`src/rtl/erpm_pkg.sv`:
```
// Purpose: Constants and carrier types for the evaluator port demultiplexer.
// Assumes: One 10 MHz clock; device pins sampled synchronously.
// Notes:   Port numbers and widths follow the device's port scheme.
package erpm_pkg;

    // ------------------------------------------------------------
    // Widths and port numbers
    // ------------------------------------------------------------
    localparam int unsigned PC_W       = 12;
    localparam int unsigned NIB_W      = 4;
    localparam int unsigned SEL_W      = 8;
    localparam int unsigned DIGIT_W    = 5;
    localparam int unsigned SEG_W      = 8;
    localparam logic [2:0]  PORT_IN0   = 3'h0;
    localparam logic [2:0]  PORT_OUT1  = 3'h1;
    localparam logic [2:0]  PORT_IO2   = 3'h2;
    localparam logic [2:0]  PORT_IO3   = 3'h3;
    localparam logic [2:0]  PORT_IO4   = 3'h4;
    localparam logic [2:0]  PORT_DIG5  = 3'h5;
    localparam logic [2:0]  PORT_SEG6  = 3'h6;
    localparam logic [2:0]  PORT_OUT7  = 3'h7;
    localparam logic [3:0]  NIB_RST    = 4'h0;
    localparam logic [4:0]  DIGIT_RST  = 5'h00;
    localparam logic [7:0]  SEG_RST    = 8'h00;
    localparam logic [11:0] ADDR_RST   = 12'h000;

    // ------------------------------------------------------------
    // Divider for the emulated 100 kHz crystal option
    // ------------------------------------------------------------
    localparam int unsigned DIV_STAGES = 14;
    localparam logic [13:0] DIV_TERM   = 14'h30D4;
    localparam logic [13:0] DIV_RST    = 14'h0000;
    localparam logic [3:0]  BASE_HALF  = 4'h4;

    // ------------------------------------------------------------
    // Carrier types
    // ------------------------------------------------------------
    typedef struct packed {
        logic [SEL_W-1:0] port_strobe;
        logic             sample_phase;
        logic             write_phase;
        logic             init_pulse;
    } erpm_strobe_s;

    typedef struct packed {
        logic [NIB_W-1:0] port1;
        logic [NIB_W-1:0] port2;
        logic [NIB_W-1:0] port3;
        logic [NIB_W-1:0] port4;
        logic [NIB_W-1:0] port7;
    } erpm_ports_s;

endpackage

```
`src/rtl/erpm_host.sv`:
```
// Purpose: Board logic around the evaluator: ROM address demux, port
//          registers, port input mux, display decode and clock divider.
// Assumes: All device pins are synchronous to i_ref_clk.
// Notes:   Port registers capture at the trailing edge of strobe and write phase.
`timescale 1ns/1ps

module erpm_host
    import erpm_pkg::*;
(
    // Clock and reset
    input  wire logic              i_ref_clk,
    input  wire logic              i_rst_b,
    // Host options
    input  wire logic              i_port0_output_only,
    input  wire logic              i_xtal100k_mode,
    // Device address and data pins
    input  wire logic [7:0]        i_addr_high,
    input  wire logic [NIB_W-1:0]  i_addr_low_dataout,
    output logic      [NIB_W-1:0]  o_code_low_datain,
    input  wire logic [NIB_W-1:0]  i_port0_pins,
    // Device strobes and status
    input  wire erpm_strobe_s      i_strobe,
    input  wire logic              i_direction_flag_out,
    output logic                   o_port0_direction_in,
    output logic                   o_base_clock_in,
    // ROM side
    output logic      [PC_W-1:0]   o_rom_addr,
    input  wire logic [7:0]        i_rom_data,
    // Raw inputs to condition
    input  wire logic              i_raw_reset,
    input  wire logic              i_raw_int,
    input  wire logic              i_raw_shaped,
    output logic                   o_reset_in,
    output logic                   o_int_in,
    output logic                   o_shaped_input_bit,
    // External ports
    input  wire logic [NIB_W-1:0]  i_port_in0,
    input  wire logic [NIB_W-1:0]  i_port_in3,
    output erpm_ports_s            o_ports,
    output logic [DIGIT_W-1:0]     o_digit_drive,
    output logic [SEG_W-1:0]       o_segment_drive,
    output logic                   o_timing_tap
);

    // ------------------------------------------------------------
    // Functions
    // ------------------------------------------------------------
    function automatic logic [DIGIT_W-1:0] digit_decode(input logic [3:0] v);
        logic [DIGIT_W-1:0] r;
        r = DIGIT_RST;
        if (v >= 4'h1 && v <= 4'h5) begin
            r = DIGIT_W'(5'h01 << (v - 4'h1));
        end
        return r;
    endfunction

    function automatic logic [SEG_W-1:0] seg_lookup(input logic [3:0] a);
        logic [SEG_W-1:0] r;
        r = SEG_RST;
        unique case (a)
            4'h0: r = 8'hFC;
            4'h1: r = 8'h60;
            4'h2: r = 8'hDA;
            4'h3: r = 8'hF2;
            4'h4: r = 8'h66;
            4'h5: r = 8'hB6;
            4'h6: r = 8'hBE;
            4'h7: r = 8'hE4;
            4'h8: r = 8'hFE;
            4'h9: r = 8'hF6;
            4'hA: r = 8'hFD;
            4'hB: r = 8'h00;
            4'hC: r = 8'h02;
            4'hD: r = 8'hCE;
            4'hE: r = 8'h9E;
            4'hF: r = 8'h8E;
        endcase
        return r;
    endfunction

    // ------------------------------------------------------------
    // State
    // ------------------------------------------------------------
    logic [SEL_W-1:0]  wr_win_ff,   nxt_wr_win;
    erpm_ports_s       ports_ff,    nxt_ports;
    logic [3:0]        dig_ff,      nxt_dig;
    logic [3:0]        seg_ff,      nxt_seg;
    logic [DIGIT_W-1:0] digit_ff,   nxt_digit;
    logic [SEG_W-1:0]  segment_ff,  nxt_segment;
    logic [NIB_W-1:0]  dout_ff,     nxt_dout;
    logic [NIB_W-1:0]  din_ff,      nxt_din;
    logic [PC_W-1:0]   addr_ff,     nxt_addr;
    logic              dir_ff,      nxt_dir;
    logic [2:0]        shp_ff,      nxt_shp;
    logic              rst_ff,      nxt_rst;
    logic              int_ff,      nxt_int;
    logic [3:0]        bdiv_ff,     nxt_bdiv;
    logic              bclk_ff,     nxt_bclk;
    logic [13:0]       div_ff,      nxt_div;
    logic              tap_ff,      nxt_tap;
    logic [SEL_W-1:0]  wr_now;
    logic              any_sel;

    // ------------------------------------------------------------
    // Port capture and address demultiplexing
    // ------------------------------------------------------------
    always_comb begin
        wr_now  = i_strobe.write_phase ? i_strobe.port_strobe : '0;
        any_sel = |i_strobe.port_strobe;
        nxt_wr_win  = wr_now;
        nxt_dout    = wr_now != '0 ? i_addr_low_dataout : dout_ff;
        nxt_ports   = ports_ff;
        nxt_dig     = dig_ff;
        nxt_seg     = seg_ff;
        nxt_addr    = addr_ff;
        // The held nibble is committed once the window closes, so a
        // value still settling mid-window never reaches the register.
        if (wr_win_ff[PORT_OUT1] && !wr_now[PORT_OUT1]) nxt_ports.port1 = dout_ff;
        if (wr_win_ff[PORT_IO2]  && !wr_now[PORT_IO2])  nxt_ports.port2 = dout_ff;
        if (wr_win_ff[PORT_IO3]  && !wr_now[PORT_IO3])  nxt_ports.port3 = dout_ff;
        if (wr_win_ff[PORT_IO4]  && !wr_now[PORT_IO4])  nxt_ports.port4 = dout_ff;
        if (wr_win_ff[PORT_OUT7] && !wr_now[PORT_OUT7]) nxt_ports.port7 = dout_ff;
        if (wr_win_ff[PORT_DIG5] && !wr_now[PORT_DIG5]) nxt_dig = dout_ff;
        if (wr_win_ff[PORT_SEG6] && !wr_now[PORT_SEG6]) nxt_seg = dout_ff;
        if (i_strobe.init_pulse) begin
            nxt_ports = '0;
            nxt_dig   = NIB_RST;
            nxt_seg   = NIB_RST;
            nxt_dout  = NIB_RST;
        end
        if (!any_sel) begin
            nxt_addr = {i_addr_high, i_addr_low_dataout};
        end
        nxt_digit   = digit_decode(dig_ff);
        nxt_segment = seg_lookup(seg_ff);
        nxt_dir     = i_port0_output_only ? 1'b1 : i_direction_flag_out;
    end

    // ------------------------------------------------------------
    // Input data multiplexer
    // ------------------------------------------------------------
    always_comb begin
        nxt_din = i_rom_data[NIB_W-1:0];
        if (i_strobe.sample_phase) begin
            unique case (1'b1)
                i_strobe.port_strobe[PORT_IN0]: nxt_din = dir_ff ? NIB_RST : i_port_in0;
                i_strobe.port_strobe[PORT_IO2]: nxt_din = ports_ff.port2;
                i_strobe.port_strobe[PORT_IO3]: nxt_din = i_port_in3;
                i_strobe.port_strobe[PORT_IO4]: nxt_din = ports_ff.port4;
                default:                        nxt_din = i_rom_data[NIB_W-1:0];
            endcase
        end
    end

    // ------------------------------------------------------------
    // Conditioning and clocks
    // ------------------------------------------------------------
    always_comb begin
        nxt_shp  = {shp_ff[1:0], i_raw_shaped};
        nxt_rst  = i_raw_reset;
        nxt_int  = i_raw_int;
        nxt_bdiv = bdiv_ff + 4'h1;
        nxt_bclk = bclk_ff;
        if (bdiv_ff == BASE_HALF) begin
            nxt_bdiv = 4'h0;
            nxt_bclk = ~bclk_ff;
        end
        nxt_div = div_ff;
        nxt_tap = 1'b0;
        if (bdiv_ff == BASE_HALF && !bclk_ff) begin
            nxt_div = div_ff + 14'h0001;
            // Greater-or-equal so that a mode switch made while the free count sits
            // above the terminal value still folds back instead of wrapping.
            if (i_xtal100k_mode && div_ff >= DIV_TERM - 14'h0001) begin
                nxt_div = DIV_RST;
                nxt_tap = 1'b1;
            end else if (!i_xtal100k_mode) begin
                nxt_tap = div_ff[0];
            end
        end
    end

    always_ff @(posedge i_ref_clk or negedge i_rst_b) begin
        if (!i_rst_b) begin
            wr_win_ff  <= '0;
            ports_ff   <= '0;
            dig_ff     <= NIB_RST;
            seg_ff     <= NIB_RST;
            digit_ff   <= DIGIT_RST;
            segment_ff <= SEG_RST;
            dout_ff    <= NIB_RST;
            din_ff     <= NIB_RST;
            addr_ff    <= ADDR_RST;
            dir_ff     <= 1'b0;
            shp_ff     <= 3'h0;
            rst_ff     <= 1'b0;
            int_ff     <= 1'b0;
            bdiv_ff    <= 4'h0;
            bclk_ff    <= 1'b0;
            div_ff     <= DIV_RST;
            tap_ff     <= 1'b0;
        end else begin
            wr_win_ff  <= nxt_wr_win;
            ports_ff   <= nxt_ports;
            dig_ff     <= nxt_dig;
            seg_ff     <= nxt_seg;
            digit_ff   <= nxt_digit;
            segment_ff <= nxt_segment;
            dout_ff    <= nxt_dout;
            din_ff     <= nxt_din;
            addr_ff    <= nxt_addr;
            dir_ff     <= nxt_dir;
            shp_ff     <= nxt_shp;
            rst_ff     <= nxt_rst;
            int_ff     <= nxt_int;
            bdiv_ff    <= nxt_bdiv;
            bclk_ff    <= nxt_bclk;
            div_ff     <= nxt_div;
            tap_ff     <= nxt_tap;
        end
    end

    assign o_code_low_datain    = din_ff;
    assign o_port0_direction_in = dir_ff;
    assign o_base_clock_in      = bclk_ff;
    assign o_rom_addr           = addr_ff;
    assign o_reset_in           = rst_ff;
    assign o_int_in             = int_ff;
    assign o_shaped_input_bit   = shp_ff[2];
    assign o_ports              = ports_ff;
    assign o_digit_drive        = digit_ff;
    assign o_segment_drive      = segment_ff;
    assign o_timing_tap         = tap_ff;
endmodule

```
`config.mk`:
```
export PLATFORM = sky130hd
export DESIGN_NAME = erpm_host
export DESIGN_NICKNAME = d
export VERILOG_FILES = /design/src/rtl/erpm_pkg.sv /design/src/rtl/erpm_host.sv
export SDC_FILE = /design/constraint.sdc
export NUM_CORES = 1
export LEC_CHECK = 0
export BUFFER_PORTS_ARGS = -buffer_cell sky130_fd_sc_hd__buf_4
export CAP_MARGIN = 10
export CORE_MARGIN = 2
export CORE_UTILIZATION = 29
export CTS_BUF_LIST = sky130_fd_sc_hd__clkbuf_2 sky130_fd_sc_hd__clkbuf_4 sky130_fd_sc_hd__clkbuf_8
export CTS_CLUSTER_SIZE = 16
export DETAILED_ROUTE_END_ITERATION = 8
export GPL_ROUTABILITY_DRIVEN = 0
export RECOVER_POWER = 25
export SLEW_MARGIN = 5
export SYNTH_ARGS = -nofsm -noshare
export SYNTH_HDL_FRONTEND = slang
export SYNTH_SLANG_ARGS = --single-unit
```
`constraint.sdc`:
```
create_clock -name i_ref_clk -period 1.95 [get_ports i_ref_clk]
set_input_delay 0 -clock i_ref_clk [delete_from_list [all_inputs] [get_ports i_ref_clk]]
set_output_delay 0 -clock i_ref_clk [all_outputs]
set_load 0.01 [all_outputs]
```
==> results of run 1 <==
==> logic make-up after synthesis <==
family | synth area share
XOR/XNOR | 0.0191
flip-flops | 0.569
adder cells (fa/ha/maj) | 0.0303
AND/OR/NAND/NOR | 0.172
buffers and inverters | 0.0324
multiplexers | 0.104
AO/OA/AOI/OAI | 0.0735
==> where the power goes <==
group | leakage [nW] | internal, mW | switching [mW] | total, mW
registers | 1.23 | 2.01 | 0.0448 | 2.05
logic | 1.31 | 0.234 | 0.189 | 0.423
clock network | 0.0970 | 0.508 | 0.730 | 1.24
total | 2.64 | 2.75 | 0.963 | 3.72
==> final cells by class <==
class / instances / area (sq um) / area share
well taps: 180 / 225 / 0.0403
clock buffers: 10 / 138 / 0.0246
clock inverters: 6 / 45.0 / 0.00806
flip-flops and latches: 94 / 2350 / 0.421
inverters: 8 / 30.0 / 0.00537
repair buffers: 139 / 1130 / 0.203
multi-input cells: 245 / 1670 / 0.298
==> final timing paths <==
check / cells after the start / endpoint / startpoint / slack (ns)
worst max-delay path: 4 / o_code_low_datain[3] / o_ports[7] / 0.1
worst min-delay path: 5 / dout_ff[2] / i_strobe[3] / 0.14
worst max register to register: 4 / o_code_low_datain[3] / o_ports[7] / 0.1
worst min register to register: 0 / shp_ff[2] / shp_ff[1] / 0.36
max in group asynchronous: 3 / o_rom_addr[10] / i_rst_b / 0.45
min in group asynchronous: 2 / o_reset_in / i_rst_b / 0.31
==> metrics by stage <==
step / instances / hold slack, ns / utilization
after floorplan: 369 / -0.296 / -
after global placement: 628 / 0.00765 / 0.362
after detailed placement: 628 / 0.0130 / 0.362
after CTS: 682 / 0.113 / 0.403
after global routing: 682 / 0.138 / 0.403
final: 682 / 0.145 / 0.403
==> routing by layer <==
layer | track usage | vias up | share of wire
met5 | 0 | - | 0
met4 | 0.0739 | 0 | 0.027
met3 | 0.0351 | 14 | 0.057
met2 | 0.205 | 99 | 0.46
met1 | 0.177 | 1539 | 0.46
li1 | - | 1533 | -
==> worst max-delay path: stages, from the launching register on <==
cell,delay [ns]
dfrtp_1,0.42
a222oi_1,0.48
a21oi_1,0.12
a21o_1,0.16
dlygate4sd3_1,0.56
==> timing repair <==
| action | CTS | global route |
|---|---|---|
| resized for setup | 0 | 3 |
| hold buffers | 38 | 0 |
| hold endpoints to repair | 88 | 0 |
| setup endpoints to repair | 0 | 5 |
| setup buffers | 0 | 0 |
==> Yosys cell counts (3+ instances only) <==
library cell,instances
nor2b_1,10
o21ai_0,7
clkbuf_1,15
a21oi_1,17
mux2_2,6
nor2_1,49
nand3_1,12
ha_1,10
nand4_1,5
a31oi_1,3
nor3_1,6
mux2i_1,27
mux2_4,6
inv_1,7
a222oi_1,4
buf_2,4
dfrtp_1,94
and2_1,8
a21o_1,5
xnor2_1,8
nand2_1,25
nor4_1,7
==> flip-flops by register name, indices dropped and copies added (netlist names), 3 cells and up <==
name               cells
o_digit_drive          5
dout_ff                4
dig_ff                 4
o_segment_drive        8
div_ff                14
o_rom_addr            12
o_ports               20
seg_ff                 4
shp_ff                 3
bdiv_ff                4
wr_win_ff              7
o_code_low_datain      4
==> results.tsv, run 1 <==
metric	value	unit
global-route wire length before repair	15900	microns
Ports	106	
sequential share of the synthesized area	0.569	
number of synthesized flops with an enable pin	0	
Final Slew Violations	0	
Port Buffer Count	97	
synthesized net count	430	
Place WS	0.0964	ns
Longest Clk Path Bufs	2	
Post-Synthesis Cells	369	
# DRC	0	
RSZ-0062 raised after global routing	no	
register bit total from synthesis	94	
die width	123	microns
commonest non-fill, non-tap cell in the layout	buf_4	
top area cells in the synthesized netlist	dfrtp_1, mux2i_1, nor2_1	
# nets final	558	
Crit. End Element	flop	
clk sinks	94	
share of cells above drive strength 1	0.273	
routed wire length	9810	microns
Synth top area share	0.569	
cell taking the most area after synthesis	dfrtp_1	
initial antenna violation count	0	
Syn-to-layout area delta	35.2	%
CTS buffer count	9	
Worst EP required	2.22	ns
leakage	2.64	nW
# setup viols final	0	
Worst Clk Skew	0.0132	ns
status	completed	
worst vdd rail ir drop	0.381	mV
H-tree Lvls	3	
core region area	0.0139	sq mm
root buf cell	clkbuf_8	
Avg WL per Cell	14.4	microns
CP Launch Type	flop	
die height	123	microns
total die area	0.0152	sq mm
fin area	0.00559	sq mm
power density cells	665	mW/mm^2
DP Wirelength	6640	microns
largest net degree at the start of global routing	40	
Worst-Skew Late Latency	0.38	ns
Fillers	1363	
type of the worst setup path	flop to flop	
GR Overflow Total	0	
Initial DRT Pass Iterations	4	
Post-Syn Area	0.00413	sq mm
post-synthesis area per instance	11.2	sq um
Final Hold Fails	0	
ys flop type	dfrtp_1	
Max Cap Viol	0	
crit path time final	1.85	ns
Worst-Margin Slew	1.00	ns
Final TNS setup	0	ns
CTS tree	done	
count of different cell masters after synthesis	51	
Max Clk Rate	539	MHz
Min-Delay Path Class	input pin to flop	
Worst Path Max Fanout	3	
setup ws final	0.0955	ns
Detailed Route Iter0 Violations	152	
ANT nets after route	0	
clock-pin slew on the worst setup and hold paths	0.10	ns
Ant. Diodes	0	
dpl cell area	0.00503	sq mm
via count	3185	
# rows	43	
commonest non-fill, non-tap cells in the layout	buf_4, dfrtp_1, nor2_1, dlygate4sd3_1, mux2i_1	
FFs w/ async S/R, synth	1.00	
Tcrit/Tclk final	0.951	
gr usage total	0.136	
vias in the first global route	3202	
Worst slew margin	0.333	
Avg Vias per Cell	4.67	
synth warn	0	
Initial Util	0.298	
crit path DAT	2.13	ns
total power draw	3.72	mW
No activity file was read; power rests on OpenSTA's default activity.
==> inputs of run 2 (changes only) <==
CORE_UTILIZATION = 55   (was 29)
PLACE_DENSITY = 0.82   (was unset)
SKIP_CTS_REPAIR_TIMING = 1   (was unset)
==> run 2 against run 1 <==
Clock skew is 0.0068 ns lower; clock-buffer cell count did not move; register-to-register slack improved by 0.07 ns; hold slack worse by 0.12 ns; fmax is 3.9% higher; largest cell class unchanged; highest routed layer unchanged.
==> results.tsv, run 2 (same netlist as run 1, synthesis figures left out) <==
metric	value	unit	change
gr usage total	0.217		+0.0814
ANT nets after route	0		unchanged
largest net degree at the start of global routing	47		+18%
Worst-Margin Slew	1.14	ns	+0.137 ns
worst reg2reg path depth	7		+3
vias in the first global route	3048		-4.8%
Final Hold Fails	0		unchanged
commonest non-fill, non-tap cell in the layout	buf_4		
Syn-to-layout area delta	32.2	%	
Crit. End Element	flop		
leakage	2.60	nW	-1.4%
# nets final	554		-0.72%
power density cells	686	mW/mm^2	+3.2%
H-tree Lvls	3		unchanged
status	completed		
GR Overflow Total	0		unchanged
Ant. Diodes	0		unchanged
clock-pin slew on the worst setup and hold paths	0.09	ns	about the same
Detailed Route Iter0 Violations	204		+34%
Max Cap Viol	0		unchanged
root buf cell	clkbuf_8		
Final TNS setup	0	ns	unchanged
commonest non-fill, non-tap cells in the layout	buf_4, dfrtp_1, nor2_1, dlygate4sd3_1, mux2i_1		
# rows	31		-28%
RSZ-0062 raised after global routing	no		
via count	3257		+2.3%
CTS buffer count	9		unchanged
global-route wire length before repair	14400	microns	-9.4%
routed wire length	9630	microns	-1.8%
DP Wirelength	6050	microns	-8.8%
Worst-Skew Late Latency	0.35	ns	-0.03 ns
total power draw	3.75	mW	+0.94%
Initial Util	0.570		+0.272
clk sinks	94		unchanged
die height	90.7	microns	-27%
Worst Clk Skew	0.00637	ns	-0.00680 ns
initial antenna violation count	0		unchanged
Final Slew Violations	0		unchanged
Worst Path Max Fanout	7		+4
Min-Delay Path Class	input pin to flop		
CTS tree	done		
Avg Vias per Cell	5.46		+17%
total die area	0.00823	sq mm	-46%
hold depth	4		-1
Tcrit/Tclk final	0.916		-0.0353
crit path time final	1.79	ns	-0.0689 ns
Longest Clk Path Bufs	2		unchanged
Max Clk Rate	560	MHz	+3.9%
share of cells above drive strength 1	0.277		+0.00420
core region area	0.00725	sq mm	-48%
Avg WL per Cell	16.1	microns	+12%
# setup viols final	0		unchanged
die width	90.7	microns	-27%
Ports	106		unchanged
# DRC	0		unchanged
worst vdd rail ir drop	0.532	mV	+40%
crit path DAT	2.03	ns	-0.10 ns
max reg flops	20		unchanged
Port Buffer Count	97		unchanged
Worst slew margin	0.242		-0.0914
CP Launch Type	flop		
Initial DRT Pass Iterations	6		+2
Worst EP required	2.20	ns	-0.02 ns
type of the worst setup path	flop to flop		
## run 2: changes by cell type in the layout (fill, tap and decap cells not counted), sizes merged
cell / change
buf: +2
bufinv: +1
clkbuf: -1
clkinv: -2
clkinvlp: +3
dlygate4sd3: -5
inv: -2
## run 2: final timing paths
path                               startpoint              endpoint  slack (ns)
worst max-delay path               bdiv_ff[0]            div_ff[10]        0.16
worst min-delay path            i_port_in0[2]  o_code_low_datain[2]        0.03
worst max register to register     bdiv_ff[0]            div_ff[10]        0.16
worst min register to register      shp_ff[1]             shp_ff[2]        0.36
max in group asynchronous             i_rst_b             div_ff[9]        0.65
min in group asynchronous             i_rst_b              o_int_in        0.41
## run 2: stage by stage
stage          worst slack (ns)  instance area (sq um)  hold slack [ns]   util  std cells
2_1_floorplan             0.340                   4130           -0.296      -        369
3_3_place_gp              0.227                   4930           0.0300  0.680        548
3_5_place_dp             0.0961                   4930           0.0415  0.680        548
4_1_cts                  0.0765                   5130           -0.353  0.707        564
5_1_grt                  0.0621                   5470           0.0217  0.754        597
6_report                  0.164                   5470           0.0261  0.754        597
## run 2: area by class of cell
cell class,instances,area [sq um]
clock inverter,6,62.6
clock buffer,10,131
multi-input combinational,245,1660
timing repair buffer,135,1100
fill,466,1790
tap,99,124
sequential,94,2350
inverter,8,30.0
## run 2: power by group
part           switching, mW  internal [mW]  leakage (nW)
Sequential            0.0476           2.01          1.23
Combinational          0.189          0.226          1.28
Clock                  0.675          0.603        0.0917
Total                  0.912           2.84          2.60
## run 2: layer usage
| metal | GRT usage | wire length, microns | share of wire | up-vias |
|---|---|---|---|---|
| li1 | - | - | - | 1523 |
| met2 | 0.362 | 4960 | 0.51 | 131 |
| met1 | 0.277 | 3990 | 0.41 | 1589 |
| met5 | 0 | 0 | 0 | - |
| met4 | 0.0628 | 126 | 0.013 | 0 |
| met3 | 0.0626 | 552 | 0.057 | 14 |
## run 2: critical path: stages, from the launching register on
cell       delay (ns)
dfrtp_1          0.41
inv_1            0.07
ha_1             0.25
nand4bb_4        0.17
buf_4            0.19
nor4_1           0.36
xnor2_1          0.17
nor2_1           0.06
==> inputs of run 3 (changes only) <==
CELL_PAD_IN_SITES_DETAIL_PLACEMENT = 1   (was unset)
CELL_PAD_IN_SITES_GLOBAL_PLACEMENT = 1   (was unset)
CORE_UTILIZATION = 42   (was 55)
PLACE_DENSITY = 0.81   (was 0.82)
RECOVER_POWER = unset   (was 25)
==> run 3 against run 2 <==
Total power up 3.9%; sequential cell count unchanged; clock power up 11%; largest power group unchanged.
==> results.tsv, run 3 (same netlist as run 1, synthesis figures left out) <==
metric	value	unit	change
Ports	106		unchanged
root buf cell	clkbuf_8		
Detailed Route Iter0 Violations	112		-45%
commonest non-fill, non-tap cells in the layout	buf_4, dfrtp_1, nor2_1, dlygate4sd3_1, mux2i_1		
Worst Clk Skew	0.0111	ns	+0.00474 ns
Avg WL per Cell	17.4	microns	+8.0%
CTS buffer count	9		unchanged
DP Wirelength	7030	microns	+16%
combinational power share	0.108		-0.003
die height	103	microns	+14%
Worst-Margin Slew	0.638	ns	-0.499 ns
crit path DAT	2.09	ns	+0.06 ns
Tcrit/Tclk final	0.958		+0.0422
GR Overflow Total	0		unchanged
Longest Clk Path Bufs	2		unchanged
Buf/Inv on CP	2		unchanged
Avg Vias per Cell	5.17		-5.3%
type of the worst setup path	flop to flop		
worst vdd rail ir drop	0.303	mV	-43%
Final Hold Fails	0		unchanged
sw frac	0.237		-0.00592
Final Slew Violations	0		unchanged
setup ws final	0.0820	ns	-0.0823 ns
total power draw	3.90	mW	+3.9%
worst path cell trace	inv_1 -> ha_2 -> nand4bb_1 -> buf_12 -> nor4_1 -> xnor2_1 -> nor2_1		
# rows	36		+16%
fin area	0.00554	sq mm	+1.4%
global-route wire length before repair	16000	microns	+11%
# setup viols final	0		unchanged
total die area	0.0107	sq mm	+30%
H-tree Lvls	3		unchanged
Port Buffer Count	97		unchanged
Initial Util	0.427		-0.143
Place WS	0.0671	ns	-0.0290 ns
status	completed		
Worst-Skew Late Latency	0.36	ns	about the same
Initial DRT Pass Iterations	4		-2
Ant. Diodes	0		unchanged
crit path time final	1.87	ns	+0.0823 ns
leakage	2.64	nW	+1.5%
Worst EP required	2.17	ns	-0.03 ns
max reg flops	20		unchanged
routed wire length	11000	microns	+14%
Min-Delay Path Class	input pin to flop		
share of cells above drive strength 1	0.278		+0.000558
CP Launch Type	flop		
Max Clk Rate	535	MHz	-4.4%
power density cells	703	mW/mm^2	+2.5%
gr usage total	0.195		-0.0222
ANT nets after route	0		unchanged
clock-pin slew on the worst setup and hold paths	0.10	ns	about the same
critical path's slowest cell	dfrtp_1		
Fillers	1021		+120%
Largest stage delay, worst path	0.42	ns	about the same
Syn-to-layout area delta	34.0	%	
core region area	0.00968	sq mm	+34%
vias in the first global route	3238		+6.2%
# nets final	554		unchanged
Crit. End Element	flop		
Top Family by Delay on Critical Path	simple AND/OR/NAND/NOR gates		
met1 usage	0.249		-0.0283
GR Util met3	0.0457		-0.0169
# DRC	0		unchanged
initial antenna violation count	0		unchanged
via count	3254		-0.092%
CTS tree	done		
Worst Path Max Fanout	16		+9
commonest non-fill, non-tap cell in the layout	buf_4		
Cell Int Power	2.97	mW	+4.7%
die width	103	microns	+14%
met2 GRT Util	0.327		-0.0348
Worst slew margin	0.571		+0.329
Clk network pwr share	0.364		+0.023
Switch Pwr	0.924	mW	+1.4%
dpl cell area	0.00498	sq mm	+0.96%
largest net degree at the start of global routing	48		+2.1%
Reg power frac	0.528		-0.021
WHS	0.0142	ns	-0.0118 ns
gr busiest metal	met2		
clk sinks	94		unchanged
Max Cap Viol	0		unchanged
[run 3: path summary, 6_finish.rpt]
check,startpoint,to,slack (ns),cells after the start
max in group asynchronous,i_rst_b,dig_ff[3],1.21,3
worst max-delay path,bdiv_ff[1],div_ff[7],0.08,7
worst min-delay path,i_port_in0[3],o_code_low_datain[3],0.01,4
worst max register to register,bdiv_ff[1],div_ff[7],0.08,7
min in group asynchronous,i_rst_b,o_rom_addr[7],0.06,2
worst min register to register,shp_ff[1],shp_ff[2],0.36,0
[run 3: layout make-up]
cell class | count | area (sq um) | share of cell area
Clock inverter | 5 | 83.8 | 0.0151
Inverter | 8 | 30.0 | 0.00542
Clock buffer | 10 | 131 | 0.0237
Sequential cell | 94 | 2350 | 0.424
Tap cell | 133 | 166 | 0.0300
Timing Repair Buffer | 135 | 1120 | 0.202
Multi-Input combinational cell | 245 | 1660 | 0.299
[run 3: routing by layer]
metal  share of wire  up-vias
met1            0.41     1634
met5               0        -
li1                -     1525
met2            0.53       85
met4           0.010        0
met3           0.048       10
[run 3: worst min-delay path: stages]
cell and delay, ns:
buf_4 0.07, nand2_1 0.04, a21oi_1 0.14, a21o_1 0.09
[run 3: per-stage QoR]
stage          setup TNS (ns)   util  cells
3_5_place_dp                0  0.514    581
6_report                    0  0.572    630
5_1_grt               -0.0467  0.572    630
2_1_floorplan               0      -    369
3_3_place_gp                0  0.514    581
4_1_cts                     0  0.536    596
[run 3: power groups by stage]
stage / clock (mW) / combinational [mW] / sequential [mW]
5_1_grt: 1.54 / 0.458 / 2.07
2_1_floorplan: 0 / 0.136 / 2.10
3_5_place_dp: 0 / 0.365 / 2.09
6_report: 1.42 / 0.421 / 2.06
3_3_place_gp: 0 / 0.352 / 2.09
4_1_cts: 1.44 / 0.367 / 2.06
